## src/fce_pkg.sv

```systemverilog
// Constants and types shared by the flash control and boot entry block.
// Assumes a 100 MHz system clock; one state equals one clock period.
package fce_pkg;
    // ****************************************
    // Register map (byte addresses)
    // ****************************************
    localparam logic [7:0] FCE_OFS_MODE = 8'h00;
    localparam logic [7:0] FCE_OFS_STAT = 8'h04;
    localparam logic [7:0] FCE_OFS_EBS = 8'h08;
    localparam logic [7:0] FCE_OFS_GATE = 8'h0c;
    // ****************************************
    // Field positions and masks
    // ****************************************
    localparam int FCE_SWE_BIT = 6;
    localparam int FCE_ESU_BIT = 5;
    localparam int FCE_PSU_BIT = 4;
    localparam int FCE_E_BIT = 1;
    localparam int FCE_P_BIT = 0;
    localparam int FCE_ERR_BIT = 7;
    localparam int FCE_GATE_BIT = 7;
    localparam logic [7:0] FCE_MODE_MASK = 8'h7f;
    localparam logic [7:0] FCE_EBS_MASK = 8'h3f;
    localparam logic [7:0] FCE_REG_RST = 8'h00;
    // ****************************************
    // Erase blocks, index = select bit
    // ****************************************
    localparam logic [5:0][15:0] FCE_BLK_BASE = {16'h2000, 16'h1000, 16'h0c00,
                                                 16'h0800, 16'h0400, 16'h0000};
    localparam logic [15:0] FCE_BLK_4K = 16'h1000;
    localparam logic [15:0] FCE_BLK_1K = 16'h0400;
    // ****************************************
    // Boot loader
    // ****************************************
    localparam logic [15:0] FCE_RAM_LO = 16'hf980;
    localparam logic [15:0] FCE_RAM_HI = 16'hfeef;
    localparam logic [7:0] FCE_SYNC_BYTE = 8'h00;
    localparam logic [7:0] FCE_ACK_BYTE = 8'h55;
    localparam logic [7:0] FCE_OK_BYTE = 8'haa;
    localparam logic [7:0] FCE_FAIL_BYTE = 8'hff;
    localparam logic [15:0] FCE_LOW_BITS = 16'h0009;
    localparam int FCE_CLK_NS = 10;
    localparam int FCE_STATE_NS = 10;
    localparam int FCE_SETTLE_STATES = 100;
    localparam logic [15:0] FCE_SETTLE_CYC = 16'(FCE_SETTLE_STATES * FCE_STATE_NS / FCE_CLK_NS);
    typedef enum logic [3:0] {
        BT_IDLE, BT_SETTLE, BT_WAITLOW, BT_MEASURE, BT_SEND00, BT_WAIT55, BT_ERASE,
        BT_LENHI, BT_LENLO, BT_LOAD, BT_SENDAA, BT_DRAIN, BT_DONE, BT_FAIL
    } fce_boot_t;
endpackage

```

## src/fce_uart_tx.sv

```systemverilog
// Serial byte transmitter: 8 data bits, 1 stop bit, no parity, LSB first.
// Assumes bitTicks is stable while a byte is in flight.
module fce_uart_tx
    import fce_pkg::*;
#(
    parameter int TICK_W = 16
) (
    input wire logic clk,
    input wire logic rst,
    input wire logic [TICK_W-1:0] bitTicks,
    input wire logic start,
    input wire logic [7:0] data,
    output logic busy,
    output logic txd
);
    logic [9:0] shift_q, shift_d;
    logic [3:0] bitCnt_q, bitCnt_d;
    logic [TICK_W-1:0] tmr_q, tmr_d;
    logic busy_q, busy_d;

    always_comb begin
        shift_d = shift_q;
        bitCnt_d = bitCnt_q;
        tmr_d = tmr_q;
        busy_d = busy_q;
        if (!busy_q && start) begin
            shift_d = {1'b1, data, 1'b0};
            bitCnt_d = 4'h0;
            tmr_d = bitTicks - 1'b1;
            busy_d = 1'b1;
        end else if (busy_q) begin
            if (tmr_q == '0) begin
                tmr_d = bitTicks - 1'b1;
                shift_d = {1'b1, shift_q[9:1]};
                bitCnt_d = bitCnt_q + 4'h1;
                if (bitCnt_q == 4'h9) begin
                    busy_d = 1'b0;
                end
            end else begin
                tmr_d = tmr_q - 1'b1;
            end
        end
    end

    always_ff @(posedge clk or posedge rst) begin
        if (rst) begin
            shift_q <= 10'h3ff;
            bitCnt_q <= 4'h0;
            tmr_q <= '0;
            busy_q <= 1'b0;
        end else begin
            shift_q <= shift_d;
            bitCnt_q <= bitCnt_d;
            tmr_q <= tmr_d;
            busy_q <= busy_d;
        end
    end

    assign busy = busy_q;
    assign txd = busy_q ? shift_q[0] : 1'b1;
endmodule

```

## src/fce_flash_ctrl_boot.sv

```systemverilog
// Flash control registers on APB and reset-time boot loader entry.
// Assumes APB master, flash array and RAM outside; pins synchronous to clk.
//
// Design decisions made here: the APB register port and the address map.
module fce_flash_ctrl_boot
    import fce_pkg::*;
#(
    parameter int TICK_W = 16
) (
    input wire logic clk,
    input wire logic rst,
    input wire logic psel,
    input wire logic penable,
    input wire logic pwrite,
    input wire logic [7:0] paddr,
    input wire logic [31:0] pwdata,
    output logic [31:0] prdata,
    output logic pready,
    output logic pslverr,
    input wire logic testPin,
    input wire logic nmiPin,
    input wire logic bootSelPin,
    input wire logic flashOpError,
    input wire logic wdtOverflow,
    input wire logic rxd,
    output logic txd,
    output logic txdOe,
    output logic bootMode,
    output logic userMode,
    output logic rxEnable,
    output logic txEnable,
    output logic [TICK_W-1:0] baudDivisor,
    output logic eraseActive,
    output logic programActive,
    output logic [15:0] eraseBase,
    output logic [15:0] eraseSize,
    output logic eraseAllReq,
    input wire logic eraseAllDone,
    input wire logic eraseAllFail,
    output logic ramWrEn,
    output logic [15:0] ramAddr,
    output logic [7:0] ramData,
    output logic branchReq
);
    // ****************************************
    // Register file
    // ****************************************
    logic [7:0] mode_q, mode_d, ebs_q, ebs_d;
    logic gate_q, gate_d, err_q, err_d;
    logic [31:0] rdata_q, rdata_d;
    logic setup, wrAcc, hit, gatedHit;
    logic [7:0] wByte, ebsNew;

    assign setup = psel && !penable;
    assign wrAcc = psel && penable && pwrite;
    assign wByte = pwdata[7:0];
    assign hit = (paddr == FCE_OFS_MODE) || (paddr == FCE_OFS_STAT) ||
                 (paddr == FCE_OFS_EBS) || (paddr == FCE_OFS_GATE);
    assign gatedHit = hit && (paddr != FCE_OFS_GATE);

    always_comb begin
        mode_d = mode_q;
        ebs_d = ebs_q;
        gate_d = gate_q;
        rdata_d = rdata_q;
        ebsNew = wByte & FCE_EBS_MASK;
        err_d = err_q || flashOpError;
        if (wrAcc && paddr == FCE_OFS_GATE) begin
            gate_d = wByte[FCE_GATE_BIT];
        end
        // Status address never takes a write
        if (wrAcc && gate_q && paddr == FCE_OFS_MODE) begin
            if (mode_q[FCE_SWE_BIT]) begin
                mode_d = wByte & FCE_MODE_MASK;
            end else begin
                mode_d = FCE_REG_RST;
                mode_d[FCE_SWE_BIT] = wByte[FCE_SWE_BIT];
            end
        end
        if (wrAcc && gate_q && paddr == FCE_OFS_EBS && mode_q[FCE_SWE_BIT]) begin
            ebs_d = ($countones(ebsNew) > 1) ? FCE_REG_RST : ebsNew;
        end
        if (!mode_d[FCE_SWE_BIT]) begin
            ebs_d = FCE_REG_RST;
        end
        if (setup) begin
            rdata_d = '0;
            if (paddr == FCE_OFS_GATE) begin
                rdata_d[FCE_GATE_BIT] = gate_q;
            end else if (gatedHit && gate_q) begin
                case (paddr)
                    FCE_OFS_MODE: rdata_d[7:0] = mode_q;
                    FCE_OFS_STAT: rdata_d[FCE_ERR_BIT] = err_q;
                    default: rdata_d[7:0] = ebs_q;
                endcase
            end
        end
    end

    always_ff @(posedge clk or posedge rst) begin
        if (rst) begin
            mode_q <= FCE_REG_RST;
            ebs_q <= FCE_REG_RST;
            gate_q <= 1'b0;
            err_q <= 1'b0;
            rdata_q <= '0;
        end else begin
            mode_q <= mode_d;
            ebs_q <= ebs_d;
            gate_q <= gate_d;
            err_q <= err_d;
            rdata_q <= rdata_d;
        end
    end

    // Zero wait states; read data is latched in the setup cycle
    assign pready = 1'b1;
    assign pslverr = psel && penable && !hit;
    assign prdata = rdata_q;

    // Error protection overrides erase and program, not the boot erase request
    assign eraseActive = !err_q && mode_q[FCE_SWE_BIT] && mode_q[FCE_ESU_BIT] && mode_q[FCE_E_BIT];
    assign programActive = !err_q && mode_q[FCE_SWE_BIT] && mode_q[FCE_PSU_BIT] && mode_q[FCE_P_BIT];

    // ****************************************
    // Erase block decode
    // ****************************************
    always_comb begin
        eraseBase = '0;
        eraseSize = '0;
        for (int i = 0; i < 6; i++) begin
            if (ebs_q[i]) begin
                eraseBase = FCE_BLK_BASE[i];
                eraseSize = (i > 3) ? FCE_BLK_4K : FCE_BLK_1K;
            end
        end
    end

    // ****************************************
    // Mode pin capture and boot sequencer
    // ****************************************
    fce_boot_t st_q, st_d;
    logic started_q, started_d, boot_q, boot_d, user_q, user_d;
    logic [15:0] cnt_q, cnt_d, len_q, len_d;
    logic [TICK_W-1:0] ticks_q, ticks_d;
    logic txStart, txBusy, txLine, rxOn, rxValid;
    logic [7:0] txData, rxByte;

    always_comb begin
        st_d = st_q;
        started_d = 1'b1;
        boot_d = boot_q;
        user_d = user_q;
        cnt_d = cnt_q;
        len_d = len_q;
        ticks_d = ticks_q;
        txStart = 1'b0;
        txData = FCE_SYNC_BYTE;
        eraseAllReq = 1'b0;
        ramWrEn = 1'b0;
        branchReq = 1'b0;
        // Pins are caught on the first edge after release; the reset
        // itself only clears state
        if (!started_q) begin
            user_d = !testPin && nmiPin;
            boot_d = !testPin && !nmiPin && bootSelPin;
        end
        case (st_q)
            BT_IDLE: begin
                cnt_d = '0;
                if (boot_q) begin
                    st_d = BT_SETTLE;
                end
            end
            BT_SETTLE: begin
                cnt_d = cnt_q + 16'h1;
                if (cnt_q == FCE_SETTLE_CYC - 16'h1) begin
                    st_d = BT_WAITLOW;
                end
            end
            BT_WAITLOW: begin
                cnt_d = 16'h1;
                if (!rxd) begin
                    st_d = BT_MEASURE;
                end
            end
            BT_MEASURE: begin
                cnt_d = cnt_q + 16'h1;
                if (rxd) begin
                    // Start bit plus eight zero data bits
                    ticks_d = TICK_W'(cnt_q / FCE_LOW_BITS);
                    st_d = BT_SEND00;
                end
            end
            BT_SEND00: begin
                txStart = 1'b1;
                st_d = BT_WAIT55;
            end
            BT_WAIT55: begin
                // Leftover sync bytes from the host are dropped here
                if (rxValid && rxByte == FCE_ACK_BYTE) begin
                    eraseAllReq = 1'b1;
                    st_d = BT_ERASE;
                end
            end
            BT_ERASE: begin
                if (eraseAllFail) begin
                    txStart = 1'b1;
                    txData = FCE_FAIL_BYTE;
                    st_d = BT_FAIL;
                end else if (eraseAllDone) begin
                    txStart = 1'b1;
                    txData = FCE_OK_BYTE;
                    st_d = BT_LENHI;
                end
            end
            BT_LENHI: begin
                txData = rxByte;
                if (rxValid) begin
                    txStart = 1'b1;
                    len_d = {rxByte, 8'h00};
                    st_d = BT_LENLO;
                end
            end
            BT_LENLO: begin
                txData = rxByte;
                cnt_d = '0;
                if (rxValid) begin
                    txStart = 1'b1;
                    len_d = {len_q[15:8], rxByte};
                    st_d = ({len_q[15:8], rxByte} == '0) ? BT_SENDAA : BT_LOAD;
                end
            end
            BT_LOAD: begin
                txData = rxByte;
                if (rxValid) begin
                    txStart = 1'b1;
                    ramWrEn = 1'b1;
                    cnt_d = cnt_q + 16'h1;
                    // The byte at the window's last address ends the load early
                    if (cnt_q + 16'h1 == len_q || FCE_RAM_LO + cnt_q == FCE_RAM_HI) begin
                        st_d = BT_SENDAA;
                    end
                end
            end
            BT_SENDAA: begin
                txData = FCE_OK_BYTE;
                if (!txBusy) begin
                    txStart = 1'b1;
                    st_d = BT_DRAIN;
                end
            end
            BT_DRAIN: begin
                if (!txBusy) begin
                    branchReq = 1'b1;
                    st_d = BT_DONE;
                end
            end
            BT_DONE, BT_FAIL: begin
                st_d = st_q;
            end
            default: begin
                st_d = BT_IDLE;
            end
        endcase
        if (wdtOverflow) begin
            boot_d = 1'b0;
            st_d = BT_IDLE;
            txStart = 1'b0;
            eraseAllReq = 1'b0;
            ramWrEn = 1'b0;
            branchReq = 1'b0;
        end
    end

    always_ff @(posedge clk or posedge rst) begin
        if (rst) begin
            st_q <= BT_IDLE;
            started_q <= 1'b0;
            boot_q <= 1'b0;
            user_q <= 1'b0;
            cnt_q <= '0;
            len_q <= '0;
            ticks_q <= TICK_W'(1);
        end else begin
            st_q <= st_d;
            started_q <= started_d;
            boot_q <= boot_d;
            user_q <= user_d;
            cnt_q <= cnt_d;
            len_q <= len_d;
            ticks_q <= ticks_d;
        end
    end

    assign ramAddr = FCE_RAM_LO + cnt_q;
    assign ramData = rxByte;
    assign bootMode = boot_q;
    assign userMode = user_q;
    // Divisor survives the branch for the downloaded program
    assign baudDivisor = ticks_q;
    assign rxOn = (st_q >= BT_WAIT55) && (st_q <= BT_LOAD);
    assign rxEnable = boot_q && rxOn;
    // Failure byte must still reach the pin before the halt
    assign txEnable = boot_q && (((st_q >= BT_SEND00) && (st_q <= BT_DRAIN)) || (st_q == BT_FAIL && txBusy));
    assign txd = txEnable ? txLine : 1'b1;
    assign txdOe = boot_q;

    // ****************************************
    // Serial receiver, 8N1, mid-bit sampling
    // ****************************************
    logic rxBusy_q, rxBusy_d, rxVal_q, rxVal_d;
    logic [3:0] rxIdx_q, rxIdx_d;
    logic [TICK_W-1:0] rxTmr_q, rxTmr_d;
    logic [7:0] rxSh_q, rxSh_d;

    always_comb begin
        rxBusy_d = rxBusy_q;
        rxIdx_d = rxIdx_q;
        rxTmr_d = rxTmr_q;
        rxSh_d = rxSh_q;
        rxVal_d = 1'b0;
        if (!rxOn) begin
            rxBusy_d = 1'b0;
        end else if (!rxBusy_q && !rxd) begin
            rxBusy_d = 1'b1;
            rxIdx_d = 4'h0;
            rxTmr_d = ticks_q >> 1;
        end else if (rxBusy_q && rxTmr_q != '0) begin
            rxTmr_d = rxTmr_q - 1'b1;
        end else if (rxBusy_q) begin
            rxTmr_d = ticks_q - 1'b1;
            rxIdx_d = rxIdx_q + 4'h1;
            if (rxIdx_q == 4'h0 && rxd) begin
                rxBusy_d = 1'b0;
            end else if (rxIdx_q == 4'h9) begin
                rxBusy_d = 1'b0;
                rxVal_d = rxd;
            end else if (rxIdx_q != 4'h0) begin
                rxSh_d = {rxd, rxSh_q[7:1]};
            end
        end
    end

    always_ff @(posedge clk or posedge rst) begin
        if (rst) begin
            rxBusy_q <= 1'b0;
            rxVal_q <= 1'b0;
            rxIdx_q <= 4'h0;
            rxTmr_q <= '0;
            rxSh_q <= '0;
        end else begin
            rxBusy_q <= rxBusy_d;
            rxVal_q <= rxVal_d;
            rxIdx_q <= rxIdx_d;
            rxTmr_q <= rxTmr_d;
            rxSh_q <= rxSh_d;
        end
    end

    assign rxValid = rxVal_q;
    assign rxByte = rxSh_q;

    fce_uart_tx #(.TICK_W(TICK_W)) u_tx (
        .clk(clk),
        .rst(rst),
        .bitTicks(ticks_q),
        .start(txStart),
        .data(txData),
        .busy(txBusy),
        .txd(txLine)
    );

    // ****************************************
    // Checks
    // ****************************************
    a_err_sticky: assert property (@(posedge clk) disable iff (rst)
        flashOpError |=> err_q ##1 err_q) else $error("error flag lost");
    a_err_blocks: assert property (@(posedge clk) disable iff (rst)
        err_q |-> !eraseActive && !programActive) else $error("array op under error");
    a_ebs_swe: assert property (@(posedge clk) disable iff (rst)
        !mode_q[FCE_SWE_BIT] |-> ebs_q == '0) else $error("block select not zero");
    a_ebs_single: assert property (@(posedge clk) disable iff (rst)
        $countones(ebs_q) <= 1) else $error("several blocks selected");
    a_gate_read: assert property (@(posedge clk) disable iff (rst)
        setup && !gate_q && paddr != FCE_OFS_GATE |=> prdata == '0) else $error("gated read leaked");
    a_settle_time: assert property (@(posedge clk) disable iff (rst)
        $rose(st_q == BT_WAITLOW) |-> $past(cnt_q) == FCE_SETTLE_CYC - 16'h1) else $error("settle wrong");
    a_branch_quiet: assert property (@(posedge clk) disable iff (rst)
        branchReq |=> txd && !rxEnable && !txEnable && baudDivisor == $past(ticks_q))
        else $error("link not idle at branch");
    a_wdt_exit: assert property (@(posedge clk) disable iff (rst)
        wdtOverflow |=> !bootMode && st_q == BT_IDLE) else $error("boot survived watchdog");
    a_erase_cond: assert property (@(posedge clk) disable iff (rst)
        eraseActive |-> mode_q[FCE_SWE_BIT] && mode_q[FCE_ESU_BIT]) else $error("erase without setup");
endmodule

```

## config.mk

```make
export PLATFORM = sky130hd
export DESIGN_NAME = fce_flash_ctrl_boot
export DESIGN_NICKNAME = d
export VERILOG_FILES = /design/src/fce_pkg.sv /design/src/fce_uart_tx.sv /design/src/fce_flash_ctrl_boot.sv
export SDC_FILE = /design/constraint.sdc
export NUM_CORES = 1
export LEC_CHECK = 0
export BUFFER_PORTS_ARGS = -buffer_cell sky130_fd_sc_hd__buf_4
export CORE_AREA = 2 2 133 148
export DETAILED_ROUTE_END_ITERATION = 6
export DIE_AREA = 0 0 135 150
export GPL_ROUTABILITY_DRIVEN = 0
export HOLD_SLACK_MARGIN = 0.02
export PLACE_DENSITY = 0.82
export SETUP_SLACK_MARGIN = 0.05
export SLEW_MARGIN = 20
export SYNTH_ARGS = -nofsm -noshare
export SYNTH_HDL_FRONTEND = slang
export SYNTH_SLANG_ARGS = --single-unit
```

## constraint.sdc

```tcl
create_clock -name clk -period 10.3 [get_ports clk]
set_input_delay 1.03 -clock clk [delete_from_list [all_inputs] [get_ports clk]]
set_output_delay 1.03 -clock clk [all_outputs]
set_load 0.02 [all_outputs]
```

# [After elaboration in Yosys (flattened, before gate mapping)]
# Cells that the tools add are included.
[classes] addsub=12 mul=0 div=1 magnitude_cmp=5 eq_ne=43 shift=0 mux=93 bitwise=5 n_reduce_logical=69
[op_table] cell="$mux W16" n=17
[op_table] cell="$mux W4" n=20
[op_table] cell="$pmux W16 S4" n=1
[op_table] cell="$pmux W4 S13" n=1
[op_table] cell="$mux W8" n=6
[op_table] cell="$sub A16 B1 Y16 const B" n=3
[op_table] cell="$ne A3 B3 Y1 const B" n=12
[op_table] cell="$mux W1" n=33
[op_table] cell="$eq A4 B4 Y1 const B" n=8
[op_table] cell="$logic_not A16 Y1" n=2
[op_table] cell="$pmux W16 S2" n=1
[op_table] cell="$mux W10" n=3
[op_table] cell="$logic_and A1 B1 Y1" n=29
[op_table] cell="$pmux W8 S3" n=1
[op_table] cell="$mux W11" n=2
[op_table] cell="$add A16 B1 Y16 const B" n=1
[op_table] cell="$add A16 B16 Y16 const A" n=1
[op_table] cell="$div A16 B4 Y16 const B" n=1
[op_table] cell="$eq A16 B16 Y1" n=1
[op_table] cell="$eq A16 B16 Y1 const B" n=1
[op_table] cell="$eq A16 B7 Y1 const B" n=1
[op_table] cell="$eq A4 B3 Y1 const B" n=4
[op_table] cell="$eq A8 B4 Y1 const B" n=2
[op_table] cell="$reduce_bool A16 Y1" n=1
[op_table] cell="35 further kinds" n=76
[word_totals] reg_bits=141 latchBits=0 ramBits=0 mem_bits_ro=0 inputBits=53 output_inout_bits=117 word_cells=251 memories=0

# [Logic depth before layout (Yosys ltp)]
[depth] ltp_word=8 mapped_depth=34 mapped_depth_nobuf=29

# [Hierarchy]
# From an unflattened synthesis, not the netlist that was laid out.
[hier_totals] cells_unflattened=1364 hier_area_um2=11284.6
[modules_own_cells] module="fce_flash_ctrl_boot" n_inst=1 cells_per_inst=1118 area_each_um2=9255.1 seq_area_each_um2=2628.8
[modules_own_cells] module="fce_uart_tx" n_inst=1 cells_per_inst=246 area_each_um2=2029.4 seq_area_each_um2=762.0

# [Worst setup path after synthesis]
# Ideal clock, no wire load.
[synth_path] path_kind="flip-flop to flip-flop" start="reg cnt_q[7]" end="reg ticks_q[0], in the netlist baudDivisor[0]" setup_time_ns=0.077 arrival_time_ns=7.701 t_required_ns=10.223 slack_ns=2.521 path_stages_with_launch=33 path_buffers=3 synth_period_minus_slack_ns=7.779 path_cell_list="dfrtp_1 -> clkbuf_1 -> clkinv_1 -> ha_1 -> or4b_4 -> buf_6 -> or3_4 -> a31oi_4 -> nand2_2 -> a32oi_2 -> a211oi_1 -> and2_4 -> o31a_1 -> o41a_1 -> a21o_1 -> o2111a_2 -> or4_4 -> o211ai_2 -> nand2_1 -> a21oi_4 -> o21ai_1 -> a311oi_2 -> nand3_2 -> and2_4 -> buf_8 -> xnor2_4 -> inv_1 -> ha_1 -> or2_2 -> or3_1 -> a41oi_1 -> nor4_1 -> a31oi_1"
[synth_via] elab_chain_len=1
[synth_lines] element="start: declaration" line_no="fce_flash_ctrl_boot.sv:144" source="logic [15:0] cnt_q, cnt_d, len_q, len_d;"
[synth_lines] element="start signal: assignment" line_no="fce_flash_ctrl_boot.sv:290" source="cnt_q <= cnt_d;"
[synth_lines] element="$div A16 B4 Y16" line_no="fce_flash_ctrl_boot.sv:191" source="ticks_d = TICK_W'(cnt_q / FCE_LOW_BITS);"
[synth_lines] element="end signal: assignment" line_no="fce_flash_ctrl_boot.sv:292" source="ticks_q <= ticks_d;"
[synth_lines] element="end: declaration" line_no="fce_flash_ctrl_boot.sv:145" source="logic [TICK_W-1:0] ticks_q, ticks_d;"
# Every way passes these cells.
# A chain may end at the register's enable or synchronous reset.

# [Final worst setup path]
# Same ends and word-level chain as after synthesis.

==> run_results.csv <==
group,metric,value,unit
run_status,status,"finished clean",
hold_path,worstHoldPathCells,2,
setup_path,critPathLaunch,"cnt_q[7]$_DFFE_PP0P_",
routing,wl_per_cell,17.52,um
clocking,root_buffer,"clkbuf_16",
power,powerDensity,160.5,nW/um2
global_route,grt_max_degree,78,
synth,yosysMostFrequentCell,"nand2_1",
clocking,clkLatencyLatePin,0.43,ns
clocking,clock_sink_count,135,
routing,wl,29110,um
clocking,numCtsBuffers,17,
floorplan,core_area,18830,um2
clocking,post-cts-setup-buffers,0,
sta,tightest_slew,1.088,ns
floorplan,pin_count,170,
routing,drt_first_iter_violations,854,
sta,finClkSkew,0.008498,ns
synth,synth-edff-count,0,
clocking,ctsHoldBuffers,0,
synth,netlist_area,10900,um2
global_route,grt_pass1_wl,47520,um
layout,stdcell_count,1662,
synth,synth_top_area_share,0.2871,
sta,max_freq,0.1116,GHz
power,leakagePower,5.249,nW
floorplan,dieArea,20250,um2
layout,fin_nets,1480,
placed_design,portBuffers,91,
floorplan,dieHeight,150,um
synth,ys.flop_type,"dfrtp_1",
synth,yosys_warnings,0,
clocking,tritoncts,"yes",
setup_path,crit_path_top_delay_cell,"nor3_1",
power,p_total,0.001914,W
setup_path,cp-end-kind,"flop",
sta,setup_viol,0,
setup_path,reg2reg_slack,1.34,ns
sta,rsz0062_at_grt,"no",
setup_path,critical_path_class,"flop to flop",
placed_design,hpwl,21050,um
synth,synth_cell_type_count,102,
layout,antennaDiodeCount,0,
routing,num_vias,10469,
sta,holdWs,0.4811,ns
synth,synth_area_per_cell,7.959,um2
synth,synth.largest_area_cell,"dfrtp_1",
layout,n_fill_cell,1653,
power,irDropWorstVdd,142.6,uV
routing,postRouteAntennaNets,0,
setup_path,r2r_start,"cnt_q[7]$_DFFE_PP0P_",
setup_path,worstReg2RegEnd,"baudDivisor[0]$_DFFE_PP1P_",
hold_path,holdCritPathClass,"flop to flop",
synth,async_flop_share,1.000,
placed_design,dp.cells,1630,
global_route,track_usage,0.2896,
layout,multiInputGateArea,6743,um2
sta,hold_viol,0,
synth,ys_ff_latch,135,
floorplan,die_x,135,um
clocking,clockBufferDepth,2,
power,p_clk_frac,0.303,
synth,yosysSeqAreaShare,0.3112,
floorplan,start_util,0.5785,
synth,synthCells,1369,
sta,fin_crit_sh,0.8697,
setup_path,cp.required,10.65,ns
setup_path,crit_path_max_incr_delay,0.70,ns
synth,synthTopCellsByArea,"dfrtp_1 (29%), nand2_1 (5.6%), o21ai_0 (5.3%)",
routing,via_per_inst,6.299,
setup_path,cp-start-kind,"flop",
clocking,cts_resized,0,
hold_path,min_from,"u_tx.shift_q[2]$_DFFE_PP1P_",
clocking,cts-htree-levels,4,
layout,regArea,3392,um2
routing,drc_errors,0,
layout,syn_to_final_growth,9.474,%
sta,tns,0,ns
layout,drive_gt1_frac,0.1435,
hold_path,holdPathEnd,"u_tx.shift_q[2]$_DFFE_PP1P_",
global_route,grt_pass1_vias,9573,
power,seqPwrFrac,0.389,
sta,max_slew_margin,0.2746,
setup_path,arrival,9.31,ns
sta,maxSlewViolCount,0,
setup_path,worstPathMaxFanout,13,
global_route,antenna_found_initial,0,
power,swShare,0.3923,
run,cap_viol_max_count,0,
power,comb_power_share,0.308,
power,internal-power,0.001163,W
sta,period_needed,8.958,ns
power,p_sw,0.0007508,W
synth,synth_common_cells,"nand2_1 (162), dfrtp_1 (125), o21ai_0 (115), nor2_1 (113), a21oi_1 (81)",
setup_path,ff2ff_path_depth,30,
floorplan,num_rows,53,
routing,first_pass_iters,6,
clocking,clk_pin_slew_worst_paths,0.06,ns
global_route,grt_overflow,0,
sequential cells by signal, indices dropped and copies added, names as in the netlist, 4 cells and up:
signal / flops
rxIdx_q: 4
st_q: 4
rxTmr_q: 16
u_tx.bitCnt_q: 4
cnt_q: 16
prdata: 8
mode_q: 7
baudDivisor: 13
u_tx.tmr_q: 16
u_tx.shift_q: 9
len_q: 16
ramData: 8
ebs_q: 6
cell type report:
| cell class | instances | share of cell area |
|---|---|---|
| Multi-Input combinational cell | 1103 | 0.5653 |
| Sequential cell | 135 | 0.2844 |
| Timing Repair Buffer | 101 | 0.06357 |
| Clock buffer | 17 | 0.03567 |
| Tap cell | 247 | 0.02591 |
| Inverter | 44 | 0.01427 |
| Clock inverter | 15 | 0.01091 |
worst max-delay path by stage:
stage | to | slack [ns]
4_1_cts | baudDivisor[0]$_DFFE_PP1P_ | 1.58
2_1_floorplan | baudDivisor[0]$_DFFE_PP1P_ | 2.52
3_5_place_dp | baudDivisor[0]$_DFFE_PP1P_ | 1.61
5_1_grt | baudDivisor[0]$_DFFE_PP1P_ | 0.97
6_report | baudDivisor[0]$_DFFE_PP1P_ | 1.34
3_3_place_gp | baudDivisor[0]$_DFFE_PP1P_ | 1.77
worst max-delay path: cells and delay by family, from the launching register on:
kind,cells,cell delay [ns]
adders and majority gates,2,0.56
and+or+nand+nor,12,3.41
buffers and inverters,3,0.75
DFF,1,0.57
xor gates and xnor gates,1,0.22
AOI/OAI and AO/OA,12,3.35
power groups by stage:
stage	combinational (W)	sequential (W)	clock, W
finish	0.000589	0.000745	0.000581
global route	0.000664	0.000760	0.000611
floorplan	0.000473	0.000704	0
global placement	0.000560	0.000744	0
detailed placement	0.000579	0.000747	0
CTS	0.000583	0.000740	0.000587
logic make-up (layout without fill, tap and decap cells):
kind of cell	Yosys count	after routing	synth area share
mux	18	18	0.01791
compound gates	399	399	0.2451
buf+inv	184	177	0.08842
flops	135	135	0.3112
other cells	2	55	0.0006893
fa+ha+maj	25	25	0.03078
xor+xnor	62	62	0.05156
simple gates	544	544	0.2544
stage by stage:
| step | area (um2) | setup WS, ns | util |
|---|---|---|---|
| final | 11930 | 1.342 | 0.6333 |
| after global routing | 11930 | 0.9698 | 0.6333 |
| after floorplan | 11090 | 2.522 | - |
| after global placement | 11370 | 1.775 | 0.6036 |
| after detailed placement | 11370 | 1.610 | 0.6036 |
| after CTS | 11920 | 1.578 | 0.6331 |
routing by layer:
layer | up-vias | GRT usage | wire, um
li1 | 4946 | - | -
met1 | 5023 | 0.3864 | 12280
met2 | 446 | 0.4680 | 13870
met3 | 54 | 0.05251 | 2104
met4 | 0 | 0.1135 | 858
met5 | - | 0 | 0
placed cells by master (no fill, tap or decap), types with 7 or more instances in the layout:
| cell | instances |
|---|---|
| inv_6 | 9 |
| buf_4 | 101 |
| inv_1 | 40 |
| and3_1 | 13 |
| nand3_1 | 42 |
| or2_2 | 9 |
| nand2_1 | 162 |
| xnor2_1 | 41 |
| o21a_1 | 9 |
| o22ai_1 | 16 |
| o211ai_1 | 13 |
| nor3_1 | 44 |
| o31ai_1 | 18 |
| nand2b_1 | 18 |
| nor3b_1 | 11 |
| a22o_1 | 19 |
| nor2b_1 | 14 |
| dfstp_2 | 10 |
| clkbuf_16 | 17 |
| or4_1 | 7 |
| dfrtp_1 | 124 |
| nor4_1 | 26 |
| nand4_1 | 19 |
| or3_1 | 19 |
| xor2_1 | 20 |
| ha_1 | 22 |
| a211oi_1 | 13 |
| a21o_1 | 12 |
| conb_1 | 55 |
| mux2_2 | 12 |
| a31oi_1 | 20 |
| nor2_1 | 112 |
| a21oi_1 | 81 |
| o21ai_0 | 114 |
No activity file was read; power rests on OpenSTA's default activity.
